`config.mk`:
```
export PLATFORM = sky130hd
export DESIGN_NAME = atc_command_handler
export DESIGN_NICKNAME = d
export VERILOG_FILES = /design/src/atc_pkg.sv /design/src/atc_identify_rom.sv /design/src/atc_command_handler.sv
export SDC_FILE = /design/constraint.sdc
export NUM_CORES = 1
export LEC_CHECK = 0
export ABC_CLOCK_PERIOD_IN_PS = 6100
export CELL_PAD_IN_SITES_DETAIL_PLACEMENT = 0
export CELL_PAD_IN_SITES_GLOBAL_PLACEMENT = 1
export CORE_MARGIN = 5
export CORE_UTILIZATION = 51
export DETAILED_ROUTE_END_ITERATION = 10
export DONT_BUFFER_PORTS = 1
export GPL_ROUTABILITY_DRIVEN = 1
export GPL_TIMING_DRIVEN = 0
export PLACE_DENSITY = 0.83
export SYNTH_ARGS = -nofsm -noshare
export SYNTH_HDL_FRONTEND = slang
export SYNTH_HIERARCHICAL = 1
export SYNTH_SLANG_ARGS = --single-unit
```
`constraint.sdc`:
```
create_clock -name clock -period 6.1 [get_ports clock]
set_input_delay 0.305 -clock clock [delete_from_list [all_inputs] [get_ports clock]]
set_output_delay 0.305 -clock clock [all_outputs]
set_load 0.01 [all_outputs]
```
`src/atc_pkg.sv`:
```
package atc_pkg;

    // Task-file offsets.
    localparam logic [2:0] OFS_DATA = 3'h0;
    localparam logic [2:0] OFS_FEATURE = 3'h1;
    localparam logic [2:0] OFS_SEC_COUNT = 3'h2;
    localparam logic [2:0] OFS_SEC_NUMBER = 3'h3;
    localparam logic [2:0] OFS_CYL_LOW = 3'h4;
    localparam logic [2:0] OFS_CYL_HIGH = 3'h5;
    localparam logic [2:0] OFS_DRIVE_HEAD = 3'h6;
    localparam logic [2:0] OFS_COMMAND = 3'h7;

    // Drive/head field layout.
    localparam int DH_LBA_BIT = 6;
    localparam int DH_DRIVE_BIT = 4;
    localparam int DH_HEAD_MSB = 3;

    // Status and error bits.
    localparam int ST_BSY = 7;
    localparam int ST_DRDY = 6;
    localparam int ST_DSC = 4;
    localparam int ST_DRQ = 3;
    localparam int ST_ERR = 0;
    localparam int ER_ABRT = 2;

    // Command codes.
    localparam logic [7:0] CMD_POWER_QUERY_A = 8'he5;
    localparam logic [7:0] CMD_POWER_QUERY_B = 8'h98;
    localparam logic [7:0] CMD_ERASE = 8'hc0;
    localparam logic [7:0] CMD_DIAGNOSE = 8'h90;
    localparam logic [7:0] CMD_FLUSH = 8'he7;
    localparam logic [7:0] CMD_FORMAT = 8'h50;
    localparam logic [7:0] CMD_IDENTIFY = 8'hec;

    // Replies and diagnostic codes.
    localparam logic [7:0] POWER_ACTIVE_REPLY = 8'h00;
    localparam logic [7:0] DIAG_NO_ERROR = 8'h01;
    localparam logic [7:0] DIAG_SLAVE_FAIL = 8'h80;
    localparam logic [7:0] BYTE_ZERO = 8'h00;

    // Register values after reset.
    localparam logic [7:0] RST_STATUS = 8'h50;
    localparam logic [7:0] RST_DRIVE_HEAD = 8'ha0;
    localparam logic [7:0] RST_SECTOR = 8'h01;

    // One sector buffer of 16-bit words.
    localparam int BUF_WORDS = 256;
    localparam logic [7:0] BUF_LAST = 8'hff;

    typedef enum logic [5:0] {
        ST_IDLE = 6'b000001,
        ST_EXEC = 6'b000010,
        ST_WRITE_IN = 6'b000100,
        ST_READ_OUT = 6'b001000,
        ST_FLUSH = 6'b010000,
        ST_DONE = 6'b100000
    } atc_state_e;

endpackage : atc_pkg

```
`src/atc_identify_rom.sv`:
```
`timescale 1ns/1ps

// Identify parameter words; every word not listed is reserved and reads zero.
module atc_identify_rom #(
    parameter logic [15:0] DEF_CYLINDERS = 16'h0100,
    parameter logic [15:0] DEF_HEADS = 16'h0010,
    parameter logic [15:0] DEF_SECTORS = 16'h0020
) (
    input wire logic [7:0] word_index,
    output logic [15:0] word_data
);

    always_comb begin
        case (word_index)
            8'h00: word_data = 16'h044a;
            8'h01: word_data = DEF_CYLINDERS;
            8'h03: word_data = DEF_HEADS;
            8'h06: word_data = DEF_SECTORS;
            8'h14: word_data = 16'h0002;
            8'h15: word_data = 16'h0200;
            8'h16: word_data = 16'h0004;
            8'h2f: word_data = 16'h0001;
            8'h31: word_data = 16'h0b00;
            8'h33: word_data = 16'h0200;
            8'h35: word_data = 16'h0003;
            8'h36: word_data = DEF_CYLINDERS;
            8'h37: word_data = DEF_HEADS;
            8'h38: word_data = DEF_SECTORS;
            8'h3b: word_data = 16'h0101;
            8'h40: word_data = 16'h0003;
            8'h41: word_data = 16'h0078;
            8'h42: word_data = 16'h0078;
            8'h43: word_data = 16'h0078;
            8'h44: word_data = 16'h0078;
            8'h50: word_data = 16'h007e;
            8'h51: word_data = 16'h0019;
            default: word_data = 16'h0000;
        endcase
    end

endmodule : atc_identify_rom

```
`src/atc_command_handler.sv`:
```
`timescale 1ns/1ps

module atc_command_handler #(
    parameter logic [15:0] DEF_CYLINDERS = 16'h0100,
    parameter logic [15:0] DEF_HEADS = 16'h0010,
    parameter logic [15:0] DEF_SECTORS = 16'h0020
) (
    input wire logic clock,
    input wire logic rst,
    input wire logic [2:0] tf_addr,
    input wire logic tf_wr,
    input wire logic [7:0] tf_wdata,
    input wire logic tf_rd,
    output logic [7:0] tf_rdata,
    input wire logic data_wr,
    input wire logic [15:0] data_wdata,
    input wire logic data_rd,
    output logic [15:0] data_rdata,
    output logic intrq,
    input wire logic drive_id,
    input wire logic [7:0] self_test_code,
    input wire logic slave_present,
    input wire logic slave_pass,
    output logic flush_req,
    input wire logic flush_done,
    output logic [27:0] target_lba,
    output logic target_lba_mode
);

    atc_pkg::atc_state_e state_reg, state_next;
    logic [7:0] feature_parameter_reg, feature_parameter_next;
    logic [7:0] sector_count_reg, sector_count_next;
    logic [7:0] sector_number_lba_low_reg, sector_number_lba_low_next;
    logic [7:0] cylinder_low_lba_mid_reg, cylinder_low_lba_mid_next;
    logic [7:0] cylinder_high_lba_upper_reg, cylinder_high_lba_upper_next;
    logic [7:0] drive_head_select_reg, drive_head_select_next;
    logic [7:0] command_code_reg, command_code_next;
    logic [7:0] status_reg, status_next;
    logic [7:0] error_reg, error_next;
    logic [7:0] word_cnt_reg, word_cnt_next;
    logic [7:0] tf_rdata_reg, tf_rdata_next;
    logic [15:0] data_rdata_reg, data_rdata_next;
    logic intrq_reg, intrq_next;
    logic flush_req_reg, flush_req_next;
    logic [27:0] target_lba_reg, target_lba_next;
    logic target_lba_mode_reg, target_lba_mode_next;
    logic [15:0] rom_word;
    logic drive_match;

    // Commands that take the full address set, head field included.
    function automatic logic uses_full_address(input logic [7:0] cmd);
        return (cmd == atc_pkg::CMD_ERASE) || (cmd == atc_pkg::CMD_FORMAT);
    endfunction : uses_full_address

    function automatic logic is_power_query(input logic [7:0] cmd);
        return (cmd == atc_pkg::CMD_POWER_QUERY_A) || (cmd == atc_pkg::CMD_POWER_QUERY_B);
    endfunction : is_power_query

    atc_identify_rom #(
        .DEF_CYLINDERS(DEF_CYLINDERS),
        .DEF_HEADS(DEF_HEADS),
        .DEF_SECTORS(DEF_SECTORS)
    ) u_rom (
        .word_index(word_cnt_reg),
        .word_data(rom_word)
    );

    assign drive_match = drive_head_select_reg[atc_pkg::DH_DRIVE_BIT] == drive_id;

    always_comb begin
        state_next = state_reg;
        feature_parameter_next = feature_parameter_reg;
        sector_count_next = sector_count_reg;
        sector_number_lba_low_next = sector_number_lba_low_reg;
        cylinder_low_lba_mid_next = cylinder_low_lba_mid_reg;
        cylinder_high_lba_upper_next = cylinder_high_lba_upper_reg;
        drive_head_select_next = drive_head_select_reg;
        command_code_next = command_code_reg;
        status_next = status_reg;
        error_next = error_reg;
        word_cnt_next = word_cnt_reg;
        tf_rdata_next = tf_rdata_reg;
        data_rdata_next = data_rdata_reg;
        intrq_next = intrq_reg;
        flush_req_next = flush_req_reg;
        target_lba_next = target_lba_reg;
        target_lba_mode_next = target_lba_mode_reg;

        // Reading status acknowledges the interrupt.
        if (tf_rd) begin
            case (tf_addr)
                atc_pkg::OFS_FEATURE: tf_rdata_next = error_reg;
                atc_pkg::OFS_SEC_COUNT: tf_rdata_next = sector_count_reg;
                atc_pkg::OFS_SEC_NUMBER: tf_rdata_next = sector_number_lba_low_reg;
                atc_pkg::OFS_CYL_LOW: tf_rdata_next = cylinder_low_lba_mid_reg;
                atc_pkg::OFS_CYL_HIGH: tf_rdata_next = cylinder_high_lba_upper_reg;
                atc_pkg::OFS_DRIVE_HEAD: tf_rdata_next = drive_head_select_reg;
                atc_pkg::OFS_COMMAND: begin
                    tf_rdata_next = status_reg;
                    intrq_next = 1'b0;
                end
                default: tf_rdata_next = atc_pkg::BYTE_ZERO;
            endcase
        end

        // Task-file writes are ignored while busy so a running command keeps its parameters.
        if (tf_wr && !status_reg[atc_pkg::ST_BSY]) begin
            case (tf_addr)
                atc_pkg::OFS_FEATURE: feature_parameter_next = tf_wdata;
                atc_pkg::OFS_SEC_COUNT: sector_count_next = tf_wdata;
                atc_pkg::OFS_SEC_NUMBER: sector_number_lba_low_next = tf_wdata;
                atc_pkg::OFS_CYL_LOW: cylinder_low_lba_mid_next = tf_wdata;
                atc_pkg::OFS_CYL_HIGH: cylinder_high_lba_upper_next = tf_wdata;
                atc_pkg::OFS_DRIVE_HEAD: drive_head_select_next = tf_wdata;
                atc_pkg::OFS_COMMAND: begin
                    command_code_next = tf_wdata;
                    status_next = '0;
                    status_next[atc_pkg::ST_BSY] = 1'b1;
                    error_next = atc_pkg::BYTE_ZERO;
                    intrq_next = 1'b0;
                    state_next = atc_pkg::ST_EXEC;
                end
                default: ;
            endcase
        end

        case (state_reg)
            atc_pkg::ST_IDLE: ;
            atc_pkg::ST_EXEC: begin
                word_cnt_next = '0;
                state_next = atc_pkg::ST_DONE;
                if (uses_full_address(command_code_reg)) begin
                    // Only commands that define these registers take them as an address.
                    target_lba_next = {drive_head_select_reg[atc_pkg::DH_HEAD_MSB:0],
                                       cylinder_high_lba_upper_reg,
                                       cylinder_low_lba_mid_reg,
                                       sector_number_lba_low_reg};
                    target_lba_mode_next = drive_head_select_reg[atc_pkg::DH_LBA_BIT];
                end
                if (command_code_reg == atc_pkg::CMD_DIAGNOSE) begin
                    // Drive select plays no part; a slave fault marks the master's report.
                    error_next = self_test_code;
                    if (!drive_id && slave_present && !slave_pass) begin
                        error_next = atc_pkg::DIAG_SLAVE_FAIL | self_test_code;
                    end
                    // A slave fault is part of the master's report, so it raises ERR as well.
                    if (error_next != atc_pkg::DIAG_NO_ERROR) begin
                        status_next[atc_pkg::ST_ERR] = 1'b1;
                    end
                end else if (!drive_match) begin
                    // The other drive owns this command; stay silent.
                    status_next = '0;
                    state_next = atc_pkg::ST_IDLE;
                end else if (is_power_query(command_code_reg)) begin
                    sector_count_next = atc_pkg::POWER_ACTIVE_REPLY;
                end else if (command_code_reg == atc_pkg::CMD_FLUSH) begin
                    flush_req_next = 1'b1;
                    state_next = atc_pkg::ST_FLUSH;
                end else if (command_code_reg == atc_pkg::CMD_FORMAT) begin
                    status_next[atc_pkg::ST_BSY] = 1'b0;
                    status_next[atc_pkg::ST_DRQ] = 1'b1;
                    state_next = atc_pkg::ST_WRITE_IN;
                end else if (command_code_reg == atc_pkg::CMD_IDENTIFY) begin
                    status_next[atc_pkg::ST_BSY] = 1'b0;
                    status_next[atc_pkg::ST_DRQ] = 1'b1;
                    data_rdata_next = rom_word;
                    intrq_next = 1'b1;
                    state_next = atc_pkg::ST_READ_OUT;
                end else begin
                    // Erase and every command this block does not carry are aborted.
                    status_next[atc_pkg::ST_ERR] = 1'b1;
                    error_next[atc_pkg::ER_ABRT] = 1'b1;
                end
            end
            atc_pkg::ST_WRITE_IN: begin
                if (data_wr) begin
                    // Words are counted and dropped; the format data is never used.
                    word_cnt_next = word_cnt_reg + 8'h01;
                    if (word_cnt_reg == atc_pkg::BUF_LAST) begin
                        status_next[atc_pkg::ST_DRQ] = 1'b0;
                        status_next[atc_pkg::ST_BSY] = 1'b1;
                        state_next = atc_pkg::ST_DONE;
                    end
                end
            end
            atc_pkg::ST_READ_OUT: begin
                if (data_rd) begin
                    word_cnt_next = word_cnt_reg + 8'h01;
                    if (word_cnt_reg == atc_pkg::BUF_LAST) begin
                        status_next[atc_pkg::ST_DRQ] = 1'b0;
                        status_next[atc_pkg::ST_DRDY] = 1'b1;
                        status_next[atc_pkg::ST_DSC] = 1'b1;
                        state_next = atc_pkg::ST_IDLE;
                    end
                end
            end
            atc_pkg::ST_FLUSH: begin
                if (flush_done) begin
                    flush_req_next = 1'b0;
                    state_next = atc_pkg::ST_DONE;
                end
            end
            atc_pkg::ST_DONE: begin
                // Completion, good or bad, ends the same way; the set beats a status read.
                status_next[atc_pkg::ST_BSY] = 1'b0;
                status_next[atc_pkg::ST_DRDY] = 1'b1;
                status_next[atc_pkg::ST_DSC] = 1'b1;
                intrq_next = 1'b1;
                state_next = atc_pkg::ST_IDLE;
            end
            default: state_next = atc_pkg::ST_IDLE;
        endcase

        // Present the next identify word once the counter has moved on.
        if (state_reg == atc_pkg::ST_READ_OUT) begin
            data_rdata_next = rom_word;
        end
    end

    always_ff @(posedge clock) begin
        if (rst) begin
            state_reg <= atc_pkg::ST_IDLE;
            feature_parameter_reg <= atc_pkg::BYTE_ZERO;
            sector_count_reg <= atc_pkg::RST_SECTOR;
            sector_number_lba_low_reg <= atc_pkg::RST_SECTOR;
            cylinder_low_lba_mid_reg <= atc_pkg::BYTE_ZERO;
            cylinder_high_lba_upper_reg <= atc_pkg::BYTE_ZERO;
            drive_head_select_reg <= atc_pkg::RST_DRIVE_HEAD;
            command_code_reg <= atc_pkg::BYTE_ZERO;
            status_reg <= atc_pkg::RST_STATUS;
            error_reg <= atc_pkg::DIAG_NO_ERROR;
            word_cnt_reg <= atc_pkg::BYTE_ZERO;
            tf_rdata_reg <= atc_pkg::BYTE_ZERO;
            data_rdata_reg <= '0;
            intrq_reg <= 1'b0;
            flush_req_reg <= 1'b0;
            target_lba_reg <= '0;
            target_lba_mode_reg <= 1'b0;
        end else begin
            state_reg <= state_next;
            feature_parameter_reg <= feature_parameter_next;
            sector_count_reg <= sector_count_next;
            sector_number_lba_low_reg <= sector_number_lba_low_next;
            cylinder_low_lba_mid_reg <= cylinder_low_lba_mid_next;
            cylinder_high_lba_upper_reg <= cylinder_high_lba_upper_next;
            drive_head_select_reg <= drive_head_select_next;
            command_code_reg <= command_code_next;
            status_reg <= status_next;
            error_reg <= error_next;
            word_cnt_reg <= word_cnt_next;
            tf_rdata_reg <= tf_rdata_next;
            data_rdata_reg <= data_rdata_next;
            intrq_reg <= intrq_next;
            flush_req_reg <= flush_req_next;
            target_lba_reg <= target_lba_next;
            target_lba_mode_reg <= target_lba_mode_next;
        end
    end

    assign tf_rdata = tf_rdata_reg;
    assign data_rdata = data_rdata_reg;
    assign intrq = intrq_reg;
    assign flush_req = flush_req_reg;
    assign target_lba = target_lba_reg;
    assign target_lba_mode = target_lba_mode_reg;

endmodule : atc_command_handler

```
==> qor.txt <==
status -> finished clean
TritonCTS sink count -> 133
initial antenna violation count -> 0
hold path startpoint -> self_test_code[3]
setup violators final -> 0
Peak VDD IR -> 0.000190 V
Worst Tran Pin Value -> 0.908 ns
max reg flops -> 28
#FFs+latches synth -> 133
Layout area overhead -> 14.4%
grt ovf -> 0
Reg2Reg Depth -> 8
crit-path most repeated cell -> buf_2
Layout Cells excl Fill -> 891
Die H -> 120 µm
Async SR Flop Fraction -> 0%
worst path arrival time -> 2.92 ns
CTS root buf -> clkbuf_16
# nets final -> 777
Residual DRC -> 0
Final Hold Vio Count -> 0
sum of negative setup slack -> 0 ns
critical path type -> reg -> reg
HP Class -> in -> reg
DR WL/cell -> 19.0 µm
first-pass GRT wire length -> 26.8 mm
YS warnings -> 6
worst clock skew -> 0.0102 ns
Final min period -> 2.57 ns
hold worst-path end -> error_reg[3]$_SDFF_PP0_
DIE WIDTH -> 120 µm
largest net degree at the start of global routing -> 17
CP Launch Type -> flip-flop
hold path depth -> 2
Post-CTS Setup Inserts -> 0
IO buf count -> 0
final wirelength -> 16.9 mm
total CTS buffers -> 17
synth unique cells -> 68
dpl hpwl -> 12.6 mm
crit-path max FO -> 10
share of layout cells above drive strength 1 -> 10.3%
Mapped Area -> 6130 µm²
Vias -> 5222
routability-driven placement congestion ratio -> 0.907
CP Cell Sequence -> buf_2 -> nor4_4 -> nand2_1 -> nor4_1 -> buf_2 -> buf_2 -> nand2_1 -> a21oi_1
EDFF count, synth -> 0
Crit. End Element -> flip-flop
reg-to-reg startpoint -> state_reg[3]$_SDFF_PP0_
R2R Setup Slk -> 3.53 ns
post-synthesis cell count -> 704
H-tree depth -> 4
Antenna diodes -> 0
Critical Path RT -> 6.45 ns
Initial DRC Count -> 328
placed cell count -> 855
power per cell area -> 297 nW/µm²
vias in the first global route -> 4985
Main synth FF type -> dfxtp_1
TritonRoute pass-1 iters -> 7
max cap viols -> 0
routed vias/inst -> 5.86
Final Max Tran Viols -> 0
initial core utilization -> 51.5%
unrepaired setup endpoints after global routing -> false
Ports -> 100
core area -> 11900 µm²
Slew Limit Headroom -> 39.3%
Max clock buf depth -> 2
Detail Route Antenna Nets -> 0
row cnt -> 40
CP max-delay cell -> nor4_1
fin crit share -> 42.2%
fmax -> 389 MHz
CTS tree -> done
slowest cell delay on critical path -> 0.61 ns
post-synthesis sequential area ratio -> 43.4%
RR Endpoint -> target_lba[21]$_SDFFE_PP0P_
Avg Inst Size Synth -> 8.71 µm²
Reg clk slew, reported paths -> 0.06 ns
Worst-Skew Late Latency -> 0.43 ns
die area -> 14300 µm²
filler cell count -> 1081
LEAKAGE -> 2.67 nW
Total GRT Usage -> 24.1%
-- cell usage in the layout, fill, tap and decap left out, types with 5 or more instances in the layout --
cell,n
nor3b_1,6
or3_1,9
mux2i_1,54
nand2b_1,7
or4_1,6
mux4_2,8
nand3b_1,6
o21ai_0,21
buf_1,5
nor2_1,82
nor4b_1,5
and3_1,7
nor3_1,11
conb_1,5
a21oi_1,57
nand2_1,112
nand4_1,11
a22o_1,8
nor2b_1,10
buf_4,5
clkbuf_16,17
mux2_2,8
buf_2,8
dfxtp_1,133
a22oi_1,9
clkbuf_1,30
nand3_1,11
inv_1,5
nor4_1,6
-- worst max-delay path by stage --
| stage | startpoint | endpoint | slack [ns] |
|---|---|---|---|
| global placement | state_reg[3]$_SDFF_PP0_ | target_lba[22]$_SDFFE_PP0P_ | 3.64 |
| detailed placement | state_reg[3]$_SDFF_PP0_ | target_lba[21]$_SDFFE_PP0P_ | 3.57 |
| CTS | state_reg[3]$_SDFF_PP0_ | target_lba[21]$_SDFFE_PP0P_ | 3.53 |
| finish | state_reg[3]$_SDFF_PP0_ | target_lba[21]$_SDFFE_PP0P_ | 3.53 |
| floorplan | command_code_reg[1]$_SDFFE_PP0P_ | data_rdata[10]$_SDFFE_PP0P_ | 4.00 |
| global route | state_reg[3]$_SDFF_PP0_ | target_lba[21]$_SDFFE_PP0P_ | 3.35 |
-- metal layers --
layer  track usage [%]  up-vias  share of wire [%]
met5                 0        -                  0
met4              8.59        0                1.8
met3              7.78       23                9.5
met2              38.6      203                 46
met1              30.7     2456                 43
li1                  -     2540                  -
-- area by class of cell --
cell class | instances | area (µm²) | share of cell area, %
plain buffers | 52 | 250 | 3.57
clock inverters | 13 | 194 | 2.76
well taps | 147 | 184 | 2.62
clock buffers | 19 | 453 | 6.46
flip-flops and latches | 133 | 2660 | 37.9
repair buffers | 4 | 40.0 | 0.571
inverters | 5 | 18.8 | 0.267
multi-input cells | 518 | 3210 | 45.8
-- power by group --
part	switching [mW]	internal (mW)
registers	0.0109	0.879
clock network	0.394	0.711
logic	0.0520	0.0348
-- synth_stat cells (6+ instances only) --
library cell	n	area (µm²)
dfxtp_1	133	2660
nand2_1	112	420
nor2_1	82	308
a21oi_1	57	285
mux2i_1	54	541
clkbuf_1	30	113
o21ai_0	21	105
nand3_1	11	55.1
nand4_1	11	68.8
nor3_1	11	55.1
nor2b_1	10	62.6
a22oi_1	9	67.6
or3_1	9	56.3
a22o_1	8	70.1
buf_2	8	40.0
mux2_2	8	90.1
mux4_2	8	180
and3_1	7	43.8
nand2b_1	7	43.8
nand3b_1	6	45.0
nor3b_1	6	45.0
nor4_1	6	37.5
or4_1	6	45.0
-- timing repair --
item                      CTS  global route
resized for setup           0             0
hold buffers                4             0
hold endpoints to repair    4             0
-- worst max-delay path, delay by kind of cell, from the launching register on --
kind / cells / cell delay (ns)
AND/OR/NAND/NOR: 4 / 1.29
buffers and inverters: 3 / 0.73
flip-flops: 1 / 0.30
AO/OA/AOI/OAI: 1 / 0.17
-- kinds of logic after synthesis --
| group | after synthesis | share of synthesized area (%) |
|---|---|---|
| AND/OR/NAND/NOR | 309 | 24.8 |
| AO/OA/AOI/OAI | 127 | 13.0 |
| flip-flops | 133 | 43.4 |
| other | 1 | 0.0612 |
| buffers and inverters | 57 | 4.39 |
| XOR/XNOR | 6 | 0.857 |
| adder cells (fa/ha/maj) | 1 | 0.204 |
| multiplexers | 70 | 13.2 |
-- stage by stage --
step	hold WS (ns)	utilization (%)	setup slack (ns)	power, mW	cell area (µm²)
global route	0.00644	58.9	3.35	2.15	7020
CTS	0.00569	58.9	3.53	2.09	7020
global placement	0.427	53.1	3.64	0.990	6330
finish	0.0114	58.9	3.53	2.08	7020
detailed placement	0.428	53.1	3.57	0.992	6330
floorplan	0.421	-	4.00	0.969	6150
Power figures use the tool's default switching activity.
